==> src/hw/dsp_status_pkg.sv <==
/*
 * Package for the DSP status flag register: field positions, reset value,
 * status select encodings and operation kinds.
 * Assumes nothing of its surroundings beyond a SystemVerilog compiler.
 */
package dsp_status_pkg;

    // =====================================================================
    // Field layout of the DSP status register
    // =====================================================================
    localparam int unsigned REG_WIDTH      = 32;
    localparam int unsigned IMPL_MSB       = 11;
    localparam int unsigned TEST_SEL_LSB   = 9;
    localparam int unsigned TEST_EN_BIT    = 8;
    localparam int unsigned GREATER_BIT    = 7;
    localparam int unsigned Z_BIT          = 6;
    localparam int unsigned N_BIT          = 5;
    localparam int unsigned V_BIT          = 4;
    localparam int unsigned COND_SEL_LSB   = 1;
    localparam int unsigned COND_FLAG_BIT  = 0;
    localparam int unsigned SEL_WIDTH      = 3;
    localparam logic [11:0] STATUS_RESET   = 12'h000;

    // =====================================================================
    // Result status selections for DSP condition flag and CPU test flag
    // =====================================================================
    localparam logic [2:0] SEL_CARRY      = 3'h0;
    localparam logic [2:0] SEL_NEGATIVE   = 3'h1;
    localparam logic [2:0] SEL_ZERO       = 3'h2;
    localparam logic [2:0] SEL_OVERFLOW   = 3'h3;
    localparam logic [2:0] SEL_GREATER    = 3'h4;
    localparam logic [2:0] SEL_GREATER_EQ = 3'h5;

    // =====================================================================
    // Kinds of instruction presented in the execute stage
    // =====================================================================
    typedef enum logic [2:0] {
        OP_NONE,
        OP_DSP_ALU,
        OP_ADD_CARRY,
        OP_SUB_BORROW,
        OP_SIGNED_MULT,
        OP_DATA_MOVE,
        OP_CPU
    } op_kind_e;

endpackage

==> src/hw/dsp_status_flag_register.sv <==
/*
 * DSP status flag register: result flags, DSP condition flag, CPU test flag
 * forwarding and system register load/store access.
 * Assumes the pipeline presents one instruction per cycle on EXEC_VALID with
 * its kind, result and operands; the CPU owns its own status register and
 * takes the test flag when TEST_FLAG_WE pulses.
 */
// Behaviour
// [RQ1] Bits 31..12 read zero, written zero
// [RQ2] Bits 11..9 pick test flag source
// [RQ3] Saturation bit set: overflow detected for test
// [RQ4] Update enable 0 leaves test flag alone
// [RQ5] Update enable 1: DSP ops update test flag
// [RQ6] Conditional DSP ops never touch test flag
// [RQ7] Bit 7 set when result positive or greater
// [RQ8] Bit 6 set when result zero or equal
// [RQ9] Bit 5 set when result negative or less
// [RQ10] Bit 4 tracks overflow on updating ops
// [RQ11] Bits 3..1 pick condition flag source
// [RQ12] Bit 0 shows whether chosen status occurred
// [RQ13] Carry ops load carry into bit 0
// [RQ14] Four access paths: move, store, load, pop
// [RQ15] Store to general register: upper half zero
// [RQ16] Conditional DSP ops never modify register
// [RQ17] Only unconditional arithmetic ops update flags
// [RQ18] Reset clears the whole register
module dsp_status_flag_register
    import dsp_status_pkg::*;
#(
    parameter int unsigned DW = 40
)
(
    input  wire logic                 CORE_CLK,
    input  wire logic                 RST_B,
    // Execute stage
    input  wire logic                 EXEC_VALID,
    input  wire op_kind_e             EXEC_KIND,
    input  wire logic                 EXEC_CONDITIONAL,
    input  wire logic                 EXEC_COMPARE,
    input  wire logic [DW-1:0]        EXEC_RESULT,
    input  wire logic [DW-1:0]        EXEC_OPERAND_A,
    input  wire logic [DW-1:0]        EXEC_OPERAND_B,
    input  wire logic                 EXEC_CARRY,
    input  wire logic                 EXEC_OVERFLOW,
    input  wire logic                 SATURATION_MODE,
    // System register access
    input  wire logic                 SYSREG_LOAD,
    input  wire logic                 SYSREG_LOAD_MEM,
    input  wire logic [REG_WIDTH-1:0] SYSREG_WDATA,
    input  wire logic                 SYSREG_STORE,
    input  wire logic                 SYSREG_STORE_MEM,
    output logic [REG_WIDTH-1:0]      SYSREG_RDATA,
    // State and test flag
    output logic [REG_WIDTH-1:0]      DSP_STATUS_REGISTER,
    output logic                      DSP_CONDITION_FLAG,
    output logic                      TEST_FLAG_WE,
    output logic                      TEST_FLAG
);

    // =====================================================================
    // Register fields
    // =====================================================================
    logic [2:0] test_flag_source_select_q, test_flag_source_select_d;
    logic       test_flag_update_enable_q, test_flag_update_enable_d;
    logic       signed_greater_flag_q, signed_greater_flag_d;
    logic       zero_flag_q, zero_flag_d;
    logic       negative_flag_q, negative_flag_d;
    logic       overflow_flag_q, overflow_flag_d;
    logic [2:0] condition_source_select_q, condition_source_select_d;
    logic       dsp_condition_flag_q, dsp_condition_flag_d;
    logic       test_flag_we_q, test_flag_we_d;
    logic       test_flag_q, test_flag_d;
    logic [REG_WIDTH-1:0] rdata_q, rdata_d;

    // =====================================================================
    // Flag derivation from the executing operation
    // =====================================================================
    logic new_gt;
    logic new_z;
    logic new_n;
    logic new_v;
    logic cond_status;
    logic test_status;

    result_flags #(
        .DW (DW)
    ) u_flags (
        .RESULT    (EXEC_RESULT),
        .OPERAND_A (EXEC_OPERAND_A),
        .OPERAND_B (EXEC_OPERAND_B),
        .COMPARE   (EXEC_COMPARE),
        .GREATER   (new_gt),       // [RQ7]
        .ZERO      (new_z),        // [RQ8]
        .NEG       (new_n)         // [RQ9]
    );

    // Overflow taken straight from EXEC_OVERFLOW for bit 4 and the condition flag
    assign new_v = EXEC_OVERFLOW;

    status_select u_cond_sel (
        .SEL     (condition_source_select_q), // [RQ11]
        .CARRY   (EXEC_CARRY),
        .NEG     (new_n),
        .ZERO    (new_z),
        .OVF     (new_v),
        .GREATER (new_gt),
        .STATUS  (cond_status)
    );

    status_select u_test_sel (
        .SEL     (test_flag_source_select_q), // [RQ2]
        .CARRY   (EXEC_CARRY),
        .NEG     (new_n),
        .ZERO    (new_z),
        .OVF     (new_v | SATURATION_MODE & EXEC_OVERFLOW), // [RQ3]
        .GREATER (new_gt),
        .STATUS  (test_status)
    );

    // =====================================================================
    // Operation qualification
    // =====================================================================
    logic is_dsp;
    logic flag_update;
    logic carry_op;

    always_comb begin
        // DSP kinds only; CPU ops including multiply-accumulate excluded
        is_dsp = EXEC_VALID && (EXEC_KIND == OP_DSP_ALU || EXEC_KIND == OP_ADD_CARRY ||
                 EXEC_KIND == OP_SUB_BORROW || EXEC_KIND == OP_SIGNED_MULT ||
                 EXEC_KIND == OP_DATA_MOVE);
        flag_update = is_dsp && !EXEC_CONDITIONAL &&
                      EXEC_KIND != OP_SIGNED_MULT &&
                      EXEC_KIND != OP_DATA_MOVE;              // [RQ16] [RQ17]
        carry_op = EXEC_KIND == OP_ADD_CARRY || EXEC_KIND == OP_SUB_BORROW;
    end

    // =====================================================================
    // Next-state of the register
    // =====================================================================
    logic sysreg_write;
    assign sysreg_write = SYSREG_LOAD | SYSREG_LOAD_MEM;      // [RQ14]

    always_comb begin
        test_flag_source_select_d = test_flag_source_select_q;
        test_flag_update_enable_d = test_flag_update_enable_q;
        signed_greater_flag_d     = signed_greater_flag_q;
        zero_flag_d               = zero_flag_q;
        negative_flag_d           = negative_flag_q;
        overflow_flag_d           = overflow_flag_q;
        condition_source_select_d = condition_source_select_q;
        dsp_condition_flag_d      = dsp_condition_flag_q;
        if (sysreg_write) begin
            // Software load; bits above 11 are discarded
            test_flag_source_select_d = SYSREG_WDATA[TEST_SEL_LSB +: SEL_WIDTH];  // [RQ2]
            test_flag_update_enable_d = SYSREG_WDATA[TEST_EN_BIT];
            signed_greater_flag_d     = SYSREG_WDATA[GREATER_BIT];
            zero_flag_d               = SYSREG_WDATA[Z_BIT];
            negative_flag_d           = SYSREG_WDATA[N_BIT];
            overflow_flag_d           = SYSREG_WDATA[V_BIT];
            condition_source_select_d = SYSREG_WDATA[COND_SEL_LSB +: SEL_WIDTH];  // [RQ11]
            dsp_condition_flag_d      = SYSREG_WDATA[COND_FLAG_BIT];
        end else if (flag_update) begin
            signed_greater_flag_d = new_gt;                   // [RQ7]
            zero_flag_d           = new_z;                    // [RQ8]
            negative_flag_d       = new_n;                    // [RQ9]
            overflow_flag_d       = new_v;                    // [RQ10]
            if (carry_op) begin
                dsp_condition_flag_d = EXEC_CARRY;            // [RQ13]
            end else begin
                dsp_condition_flag_d = cond_status;           // [RQ12]
            end
        end
    end

    // =====================================================================
    // Test flag forwarding to the CPU
    // =====================================================================
    always_comb begin
        // Not for conditional ops, only when enabled
        test_flag_we_d = is_dsp && !EXEC_CONDITIONAL &&
                         test_flag_update_enable_q;           // [RQ4] [RQ5] [RQ6]
        test_flag_d    = test_flag_we_d ? test_status : test_flag_q;
    end

    // =====================================================================
    // Read data for store paths
    // =====================================================================
    logic [REG_WIDTH-1:0] image;

    always_comb begin
        image = '0;                                           // [RQ1] [RQ15]
        image[TEST_SEL_LSB +: SEL_WIDTH] = test_flag_source_select_q;
        image[TEST_EN_BIT]               = test_flag_update_enable_q;
        image[GREATER_BIT]               = signed_greater_flag_q;
        image[Z_BIT]                     = zero_flag_q;
        image[N_BIT]                     = negative_flag_q;
        image[V_BIT]                     = overflow_flag_q;
        image[COND_SEL_LSB +: SEL_WIDTH] = condition_source_select_q;
        image[COND_FLAG_BIT]             = dsp_condition_flag_q;
        if (SYSREG_STORE || SYSREG_STORE_MEM) begin
            rdata_d = image;                                  // [RQ14]
        end else begin
            rdata_d = rdata_q;
        end
    end

    // =====================================================================
    // State registers
    // =====================================================================
    always_ff @(posedge CORE_CLK or negedge RST_B) begin
        if (!RST_B) begin
            // Whole register cleared
            test_flag_source_select_q <= STATUS_RESET[TEST_SEL_LSB +: SEL_WIDTH]; // [RQ18]
            test_flag_update_enable_q <= STATUS_RESET[TEST_EN_BIT];
            signed_greater_flag_q     <= STATUS_RESET[GREATER_BIT];
            zero_flag_q               <= STATUS_RESET[Z_BIT];
            negative_flag_q           <= STATUS_RESET[N_BIT];
            overflow_flag_q           <= STATUS_RESET[V_BIT];
            condition_source_select_q <= STATUS_RESET[COND_SEL_LSB +: SEL_WIDTH];
            dsp_condition_flag_q      <= STATUS_RESET[COND_FLAG_BIT];
            test_flag_we_q            <= 1'b0;
            test_flag_q               <= 1'b0;
            rdata_q                   <= '0;
        end else begin
            test_flag_source_select_q <= test_flag_source_select_d;
            test_flag_update_enable_q <= test_flag_update_enable_d;
            signed_greater_flag_q     <= signed_greater_flag_d;
            zero_flag_q               <= zero_flag_d;
            negative_flag_q           <= negative_flag_d;
            overflow_flag_q           <= overflow_flag_d;
            condition_source_select_q <= condition_source_select_d;
            dsp_condition_flag_q      <= dsp_condition_flag_d;
            test_flag_we_q            <= test_flag_we_d;
            test_flag_q               <= test_flag_d;
            rdata_q                   <= rdata_d;
        end
    end

    // Outputs
    assign SYSREG_RDATA        = rdata_q;
    assign DSP_STATUS_REGISTER = image;
    assign DSP_CONDITION_FLAG  = dsp_condition_flag_q;
    assign TEST_FLAG_WE        = test_flag_we_q;
    assign TEST_FLAG           = test_flag_q;

endmodule

==> src/hw/result_flags.sv <==
/*
 * Derives greater, zero and negative flags from an operation result or from
 * an operand comparison; carry and overflow are not handled here.
 * Assumes result and operands are signed values of the datapath width.
 */
module result_flags
    import dsp_status_pkg::*;
#(
    parameter int unsigned DW = 40
)
(
    input  wire logic [DW-1:0] RESULT,
    input  wire logic [DW-1:0] OPERAND_A,
    input  wire logic [DW-1:0] OPERAND_B,
    input  wire logic          COMPARE,
    output logic               GREATER,
    output logic               ZERO,
    output logic               NEG
);

    // =====================================================================
    // Flag derivation
    // =====================================================================
    logic signed [DW-1:0] sa;
    logic signed [DW-1:0] sb;
    logic signed [DW-1:0] sres;

    assign sa   = OPERAND_A;
    assign sb   = OPERAND_B;
    assign sres = RESULT;

    always_comb begin
        if (COMPARE) begin
            GREATER = sa > sb;
            ZERO    = sa == sb;
            NEG     = sa < sb;
        end else begin
            GREATER = (sres > 0);
            ZERO    = (sres == 0);
            NEG     = sres[DW-1];
        end
    end

endmodule

==> src/hw/status_select.sv <==
/*
 * Six-way result status selector, shared by the DSP condition flag and the
 * CPU test flag paths.
 * Assumes encodings 110 and 111 are never programmed; they yield zero.
 */
module status_select
    import dsp_status_pkg::*;
(
    input  wire logic [2:0] SEL,
    input  wire logic       CARRY,
    input  wire logic       NEG,
    input  wire logic       ZERO,
    input  wire logic       OVF,
    input  wire logic       GREATER,
    output logic            STATUS
);

    // =====================================================================
    // Select mux
    // =====================================================================
    always_comb begin
        case (SEL)
            SEL_CARRY:      STATUS = CARRY;
            SEL_NEGATIVE:   STATUS = NEG;
            SEL_ZERO:       STATUS = ZERO;
            SEL_OVERFLOW:   STATUS = OVF;
            SEL_GREATER:    STATUS = GREATER;
            SEL_GREATER_EQ: STATUS = GREATER | ZERO;
            default:        STATUS = 1'b0;
        endcase
    end

endmodule

==> config.mk <==
export PLATFORM = sky130hd
export DESIGN_NAME = dsp_status_flag_register
export DESIGN_NICKNAME = d
export VERILOG_FILES = /design/src/hw/dsp_status_pkg.sv /design/src/hw/dsp_status_flag_register.sv /design/src/hw/result_flags.sv /design/src/hw/status_select.sv
export SDC_FILE = /design/constraint.sdc
export NUM_CORES = 1
export LEC_CHECK = 0
export ABC_AREA = 1
export BUFFER_PORTS_ARGS = -buffer_cell sky130_fd_sc_hd__buf_2
export CAP_MARGIN = 20
export CORE_ASPECT_RATIO = 0.6
export CORE_MARGIN = 10
export CORE_UTILIZATION = 30
export CTS_CLUSTER_DIAMETER = 30
export DETAILED_ROUTE_END_ITERATION = 8
export PLACE_DENSITY_LB_ADDON = 0.2
export SLEW_MARGIN = 10
export SYNTH_ARGS = -nofsm -noshare
export SYNTH_HDL_FRONTEND = slang
export SYNTH_SLANG_ARGS = --single-unit
==> constraint.sdc <==
create_clock -name CORE_CLK -period 1.2 [get_ports CORE_CLK]
set_clock_uncertainty 0.15 [all_clocks]
set_input_delay 0.24 -clock CORE_CLK [delete_from_list [all_inputs] [get_ports CORE_CLK]]
set_output_delay 0.24 -clock CORE_CLK [all_outputs]
set_load 0.01 [all_outputs]
==> results.md, run 1 <==
- Outcome: complete, but fails checks
- Failing checks: setup timing
- Worst path max stage delay: approximately 0.27 ns
- Critical Path Start Type: primary input
- Total GRT Usage: 0.136
- Worst VDD drop: between 0.5 and 0.6 mV
- Fillers: between 800 and 900
- Die Y: between 90 and 100 um
- Async S/R FF share, synth: 1.00
- Post-Layout Inst Area: approximately 0.005 sq mm
- CP Max Fanout: 3
- CP cell instances: buf_6 > inv_4 > ha_4 > nand4_1 > buf_6 > nor4_4 > nand2_2 > nand3_4 > nand3_4 > nand3_2 > nand2_1 > nor2_1 > nand2_1 > nand2_1 > nand2_1 > nand2_1 > nand2_1
- Row cnt: 27
- Critical Path RT: 1.22 ns
- Clock buffer depth: 2
- FF-to-FF path depth: 10
- Vias/cell: approximately 4.2
- Reg-to-reg endpoint: DSP_CONDITION_FLAG
- Hold depth: 3
- Worst-Skew Late Latency: between 0.2 and 0.3 ns
- Avg WL per Cell: 14.0 um
- Antenna violations before repair: 0
- Critical path class: in2reg
- Vias in the first global route: 3267
- CTS root buf: clkbuf_16
- Max Fclk: between 500 and 600 MHz
- PnR worst setup slack: -0.787 ns
- Largest cells by area after synthesis: dfrtp_1 (23%), ha_1 (18%), nand2_1 (13%)
- Max-slew violation count: 0
- Pin count of the biggest net entering global routing: 27
- Slowest CP cell: nor4_4
- DR iter-0 viols: between 90 and 100
- Die Area: roughly 0.014 sq mm
- Routed Antenna Nets: 0
- Shortest period the worst path allows: roughly 2.0 ns
- Most used cell, CP: nand2_1
- Synthesized flop and latch total: 26
- Period utilization: 1.66
- Post-synthesis area per instance: 6.92 sq um
- Htree depth: 1
- Clock transition at the registers of the reported paths: 0.07 ns
- Die Wd: between 100 and 150 um
- # setup viols final: 14
- DRC: 0
- GRT overflow: 0
- Hold Crit Class: in2reg
- Synth Flop Type: dfrtp_1
- Power Density: around 750 mW/mm^2
- Post-Syn Area: approximately 0.0029 sq mm
- Total power: 3.69 mW
- Num CTS Buffers: 3
- IO Pins: ~230
- ANT cells: 0
- Post-synth EDFFs: 0
- Crit path capture type: flop
- Routed WL: around 11000 um
- CP top delay family: simple AND/OR/NAND/NOR gates
- Synth area leader: dfrtp_1
- RSZ-0062 raised after global routing: true
- Dpl ws: -1.13 ns
- MaxCap Viol Count: 0
- Total negative slack: -3.77 ns
- Port Buffers: roughly 170
- DR pass1 iterations: 4
- Ys Warns: 0
- Placed Area: between 0.004 and 0.005 sq mm
- Finished Layout Cells: about 750
- Initial core utilization: 0.310
- Final Hold Fails: 0
- Hpwl dp: 9230 um
- Core ar.: around 0.0092 sq mm
- Register area share after synthesis: 0.228
- Post-layout nets: 830
- Placed Cells: 731
- Clock sink count: 26
- LEAKAGE: 2.63 nW
- Area delta synth->final: 72.9%
- RePlAce Congestion: 0.830
- Synth cell types: 28
- Share of the synthesized area in the top cell type: 0.228
- R2R Setup Slk: -0.27 ns
- Via count: around 3200
- CTS tree: built
- First-pass GRT wire length: 15900 um
- CP Data Arrival Time: 2.01 ns
- Mapped Cells: a little over 400
- R2R Path Start: condition_source_select_q[0]
- Hold_sp: SYSREG_WDATA[1]
- Share of cells above drive strength 1: 0.537
- Buf/Inv on CP: 3
- Hold EP: condition_source_select_q[0]
-- registers in the layout (all words and copies together) (netlist names) --
register / cells
zero_flag_q: 1
TEST_FLAG: 1
test_flag_update_enable_q: 1
condition_source_select_q: 3
negative_flag_q: 1
DSP_CONDITION_FLAG: 1
overflow_flag_q: 1
test_flag_source_select_q: 3
TEST_FLAG_WE: 1
SYSREG_RDATA: 12
signed_greater_flag_q: 1
-- how the worst max path moves through the flow --
stage / endpoint / from / cells after the start
CTS: TEST_FLAG / EXEC_OPERAND_B[39] / 18
finish: DSP_CONDITION_FLAG / EXEC_OPERAND_B[30] / 17
detailed placement: TEST_FLAG / EXEC_OPERAND_B[33] / 18
floorplan: DSP_CONDITION_FLAG / EXEC_OPERAND_B[33] / 19
global route: DSP_CONDITION_FLAG / EXEC_OPERAND_B[30] / 17
global placement: DSP_CONDITION_FLAG / EXEC_OPERAND_B[33] / 20
-- Yosys cell counts, types with 2 or more instances --
cell type and instances:
nand4_1 4, nor3_1 6, o21ai_0 17, nand2_1 98, o211ai_1 2, clkbuf_1 3, ha_1 40, nor4_1 9
inv_1 78, nand3_1 9, nor2_2 2, nand2_2 4, a21o_1 2, o21ai_1 3, a21oi_1 18, nor2_1 26
nand3_2 4, mux2_2 5, or2_1 4, buf_4 46, dfrtp_1 26
-- repair_timing --
item	in CTS	in global routing
pin swaps	26	33
setup buffers	9	7
resized for setup	32	59
hold buffers	1	0
setup endpoints to repair	19	31
hold endpoints to repair	26	0
-- layer usage --
| metal | vias up | track usage | part of all wire |
|---|---|---|---|
| li1 | 1640 | - | - |
| met1 | 1397 | 0.173 | 0.45 |
| met2 | 119 | 0.227 | 0.47 |
| met3 | 6 | 0.0478 | 0.077 |
| met4 | 0 | 0.0158 | 0.0062 |
| met5 | - | 0 | 0 |
-- per-stage QoR --
step	utilization	hold slack, ns
2_1_floorplan	-	-0.206
3_3_place_gp	0.466	0.0432
3_5_place_dp	0.466	0.0525
4_1_cts	0.500	0.0279
5_1_grt	0.536	0.0379
6_report	0.536	0.0263
-- placed cells by master (no fill, tap or decap), types with 14 or more instances in the layout --
cell,instances
buf_2,139
nand2_1,82
inv_1,48
conb_1,40
buf_4,39
buf_6,34
ha_4,27
dfrtp_1,22
inv_2,16
o21ai_0,16
a21oi_1,15
nor2_1,14
-- worst register-to-register path, cell delays in order, from the launching register on --
cell and delay [ns]:
dfrtp_1 0.41, inv_1 0.17, nand2_1 0.08, a21oi_1 0.13
nand2_1 0.07, nor2_1 0.10, nand2_1 0.07, nand2_1 0.05
nand2_1 0.05, nand2_1 0.05, nand2_1 0.05
-- layout make-up --
type / count / area [sq um] / area share
Tap cell: 130 / 163 / 0.0329
Inverter: 78 / 340 / 0.0689
Clock inverter: 1 / 30.0 / 0.00608
Sequential cell: 26 / 656 / 0.133
Clock buffer: 3 / 75.1 / 0.0152
Timing Repair Buffer: 215 / 1420 / 0.287
Multi-Input combinational cell: 299 / 2260 / 0.458
-- power breakdown --
| part | internal, mW | switching, mW | leakage [nW] |
|---|---|---|---|
| clock | 0.665 | 0.329 | 0.0511 |
| sequential | 0.974 | 0.0797 | 0.310 |
| combinational | 0.843 | 0.801 | 2.27 |
| total | 2.48 | 1.21 | 2.63 |
-- kinds of logic after synthesis --
logic type	synth area share
adder cells (fa/ha/maj)	0.175
other	0.00131
multiplexers	0.0197
buffers and inverters	0.227
AO/OA/AOI/OAI	0.0919
flip-flops	0.228
AND/OR/NAND/NOR	0.257
Power figures use the tool's default switching activity.
==> run 2: changes to the inputs <==
--- a/config.mk
+++ b/config.mk
@@ -5,12 +5,11 @@
 export SDC_FILE = /design/constraint.sdc
 export NUM_CORES = 1
 export LEC_CHECK = 0
-export ABC_AREA = 1
 export BUFFER_PORTS_ARGS = -buffer_cell sky130_fd_sc_hd__buf_2
 export CAP_MARGIN = 20
 export CORE_ASPECT_RATIO = 0.6
 export CORE_MARGIN = 10
-export CORE_UTILIZATION = 30
+export CORE_UTILIZATION = 36
 export CTS_CLUSTER_DIAMETER = 30
 export DETAILED_ROUTE_END_ITERATION = 8
 export PLACE_DENSITY_LB_ADDON = 0.2
==> constraint.sdc (replaced) <==
create_clock -name CORE_CLK -period 1.2 [get_ports CORE_CLK]
set_clock_uncertainty 0.15 [all_clocks]
set_input_delay 0.06 -clock CORE_CLK [delete_from_list [all_inputs] [get_ports CORE_CLK]]
set_output_delay 0.06 -clock CORE_CLK [all_outputs]
set_load 0.01 [all_outputs]
==> run 2 against run 1 <==
Against the previous run: the run still ends with setup timing left; design area shrank 3.1%; sequential cell count unchanged; non-clock buffer count grew 16; core utilization increased by 11 points; clock power down 18%; first-iteration DRC count increased by 68%; count of clock-buffer cells in the layout increased by 1; largest cell class unchanged; highest routed layer unchanged.
==> results.md, run 2 <==
- Outcome: complete, but fails checks
- Failing checks: setup timing
- Final Hold Fails: 0 (unchanged)
- Dpl ws: -1.32 ns (-0.188 ns)
- Utilization after layout: 0.651 (+0.115)
- Psw: 1.09 mW (-9.5%)
- Worst VDD drop: 0.557 mV (+1.9%)
- CP cell instances: buf_6 > inv_4 > ha_4 > nand4_1 > nor4_4 > o311ai_2 > and4_4 > o21a_1 > o31a_1 > o31a_1
- R2R Setup Slk: -0.36 ns (-0.09 ns)
- Max reg flops: 12 (unchanged)
- Worst-Skew Late Latency: 0.26 ns (about the same)
- GRT overflow: 0 (unchanged)
- Critical Path Start Type: primary input
- Largest cells by area after synthesis: dfrtp_1 (24%), ha_1 (18%), buf_4 (12%)
- Initial core utilization: 0.376 (+0.0660)
- Htree depth: 1 (unchanged)
- DRC: 0 (unchanged)
- Reg-to-reg endpoint: DSP_CONDITION_FLAG
- MaxCap Viol Count: 0 (unchanged)
- Most frequent cells in the layout: buf_2 (160), conb_1 (40), buf_4 (36), nand2_1 (33), ha_4 (30)
- Port Buffers: 172 (unchanged)
- Power Density: 703 mW/mm^2 (-5.8%)
- Synthesized flop and latch total: 26 (unchanged)
- Hold Crit Class: in2reg
- Async S/R FF share, synth: 1.00 (unchanged)
- Via count: 3047 (-3.6%)
- Post-Syn Area: 0.00277 sq mm (-3.2%)
- Combinational share of power: 0.449 (+0.004)
- Clock sink count: 26 (unchanged)
- Vias/cell: 4.61 (+9.6%)
- Share of cells above drive strength 1: 0.557 (+0.0196)
- RSZ-0062 raised after global routing: true
- Hold depth: 3 (unchanged)
- CP Data Arrival Time: 2.13 ns (+0.12 ns)
- Row cnt: 24 (-11%)
- CP Max Fanout: 3 (unchanged)
- Pin count of the biggest net entering global routing: 27 (unchanged)
- FF-to-FF path depth: 5 (-5)
- CTS tree: built
- Slowest CP cell: nor4_4
- Total GRT Usage: 0.175 (+0.0389)
- Worst path max stage delay: 0.37 ns (+0.10 ns)
- Mapped Cells: 336 (-19%)
- Most used cell, CP: o31a_1
- Antenna violations before repair: 0 (unchanged)
- LEAKAGE: 2.37 nW (-9.9%)
- Num CTS Buffers: 3 (unchanged)
- Max Fclk: 469 MHz (-6.8%)
- IO Pins: 234 (unchanged)
- PnR worst setup slack: -0.931 ns (-0.144 ns)
- Die Y: 87.9 um (-8.1%)
- Shortest period the worst path allows: 2.13 ns (+0.144 ns)
- Synth cell types: 49 (+75%)
- ANT cells: 0 (unchanged)
- Routed WL: 11000 um (+4.3%)
- DR iter-0 viols: 156 (+68%)
- Hpwl dp: 9460 um (+2.4%)
- Critical path class: in2reg
- Die Wd: 133 um (-8.8%)
- # setup viols final: 5 (-9)
- Clock buffer depth: 2 (unchanged)
- Routed Antenna Nets: 0 (unchanged)
- Avg WL per Cell: 16.6 um (+19%)
- DR pass1 iterations: 4 (unchanged)
- Flop pwr share: 0.310 (+0.025)
- Post-synthesis area per instance: 8.23 sq um (+19%)
- Post-layout nets: 765 (-7.8%)
- Vias in the first global route: 3338 (+2.2%)
- Register area share after synthesis: 0.235 (+0.00762)
- Placed Cells: 639 (-13%)
- Hold EP: TEST_FLAG_WE
- Hold_sp: EXEC_KIND[1]
- Max-slew violation count: 0 (unchanged)
- Finished Layout Cells: 661 (-12%)
- Ys Warns: 0 (unchanged)
- Internal power: 2.27 mW (-8.4%)
- Crit path capture type: flop
- Core ar.: 0.00736 sq mm (-20%)
- Net Sw Frac: 0.325 (-0.00266)
- Clock Power Share: 0.241 (-0.028)
- Share of the synthesized area in the top cell type: 0.235 (+0.00762)
- Most common cell after layout, fill and taps aside: buf_2
- Clock transition at the registers of the reported paths: 0.07 ns (about the same)
- Area delta synth->final: 73.1%
- Synth Flop Type: dfrtp_1
- Period utilization: 1.78 (+0.120)
- R2R Path Start: condition_source_select_q[2]
- Die Area: 0.0117 sq mm (-16%)
- Critical Path RT: 1.20 ns (-0.02 ns)
- Synth area leader: dfrtp_1
- First-pass GRT wire length: 16900 um (+6.3%)
- RePlAce Congestion: 0.859 (+3.5%)
- Fillers: 616 (-30%)
- Post-synth EDFFs: 0 (unchanged)
- Most numerous cell in the Yosys netlist: buf_4
- Top post-synthesis cells by count: buf_4 (46), inv_1 (43), ha_1 (40), nand2_1 (33), dfrtp_1 (26)
- CTS root buf: clkbuf_16
## run 2: cell types whose count changed after synthesis, sizes merged, moves of 4 or more
cell | before | now
nand3 | 13 | 3
a21oi | 18 | 23
nor3b | 0 | 5
nand4 | 4 | 12
nor4 | 9 | 13
nand2 | 102 | 33
nand2b | 0 | 4
inv | 78 | 43
nor2 | 29 | 11
mux2 | 5 | 11
o21ai | 21 | 11
## run 2: worst max-delay path by stage
stage,start,end,slack [ns],depth (start not counted)
final,EXEC_OPERAND_B[31],TEST_FLAG,-0.93,10
after global routing,EXEC_OPERAND_B[31],TEST_FLAG,-1.04,13
after CTS,EXEC_OPERAND_B[19],TEST_FLAG,-0.91,12
after detailed placement,EXEC_OPERAND_B[29],TEST_FLAG,-1.32,13
after global placement,EXEC_OPERAND_B[26],TEST_FLAG,-1.29,10
after floorplan,EXEC_OPERAND_B[29],TEST_FLAG,-0.96,10
## run 2: cell type report
type | count | area, sq um | area share
Timing Repair Buffer | 231 | 1450 | 0.303
Sequential cell | 26 | 654 | 0.137
Inverter | 43 | 216 | 0.0452
Clock buffer | 4 | 88.8 | 0.0186
Multi-Input combinational cell | 253 | 2250 | 0.469
Tap cell | 104 | 130 | 0.0272
## run 2: cells by family after synthesis
kind of cell    after synthesis  share of synthesized area
simple gates                 99                      0.196
buf+inv                      96                      0.193
compound gates               61                      0.142
fa+ha+maj                    40                      0.181
flops                        26                      0.235
mux                          13                     0.0520
other cells                   1                    0.00136
## run 2: through the flow
stage	setup TNS, ns	hold slack [ns]	total power [mW]	area (sq um)
after global placement	-6.16	-0.0783	2.33	4200
after detailed placement	-6.27	-0.0717	2.38	4200
after CTS	-4.18	0.0182	3.35	4720
after floorplan	-3.34	-0.386	1.82	3280
after global routing	-4.95	0.0230	3.60	4790
final	-4.36	0.0196	3.37	4790
## run 2: routing by layer
metal  vias to the layer above  GRT usage  wire length [um]
li1                       1542          -                 -
met3                         4     0.0503               873
met1                      1369      0.206              4660
met4                         0    0.00983                36
met5                         -          0                 0
met2                       132      0.326              5410
## run 2: critical path: cells and delay by family
| family | cells | cell delay, ns |
|---|---|---|
| buffers and inverters | 2 | 0.11 |
| and+or+nand+nor | 3 | 0.80 |
| adders and majority gates | 1 | 0.26 |
| AOI/OAI and AO/OA | 4 | 0.91 |
## run 2: power groups by stage
stage               Clock [mW]  Combinational (mW)  Sequential [mW]
CTS                      0.827                1.48             1.04
global route             0.871                1.67             1.06
global placement             0                1.28             1.05
floorplan                    0               0.749             1.08
detailed placement           0                1.33             1.05
finish                   0.812                1.51             1.04
## run 2: what timing repair did
action,4_1_cts,5_1_grt
endpoints found under the hold margin,38,0
gates resized for setup,47,14
hold buffers,14,0
setup endpoints to repair,8,10
pin swaps,29,4
setup buffers,3,3
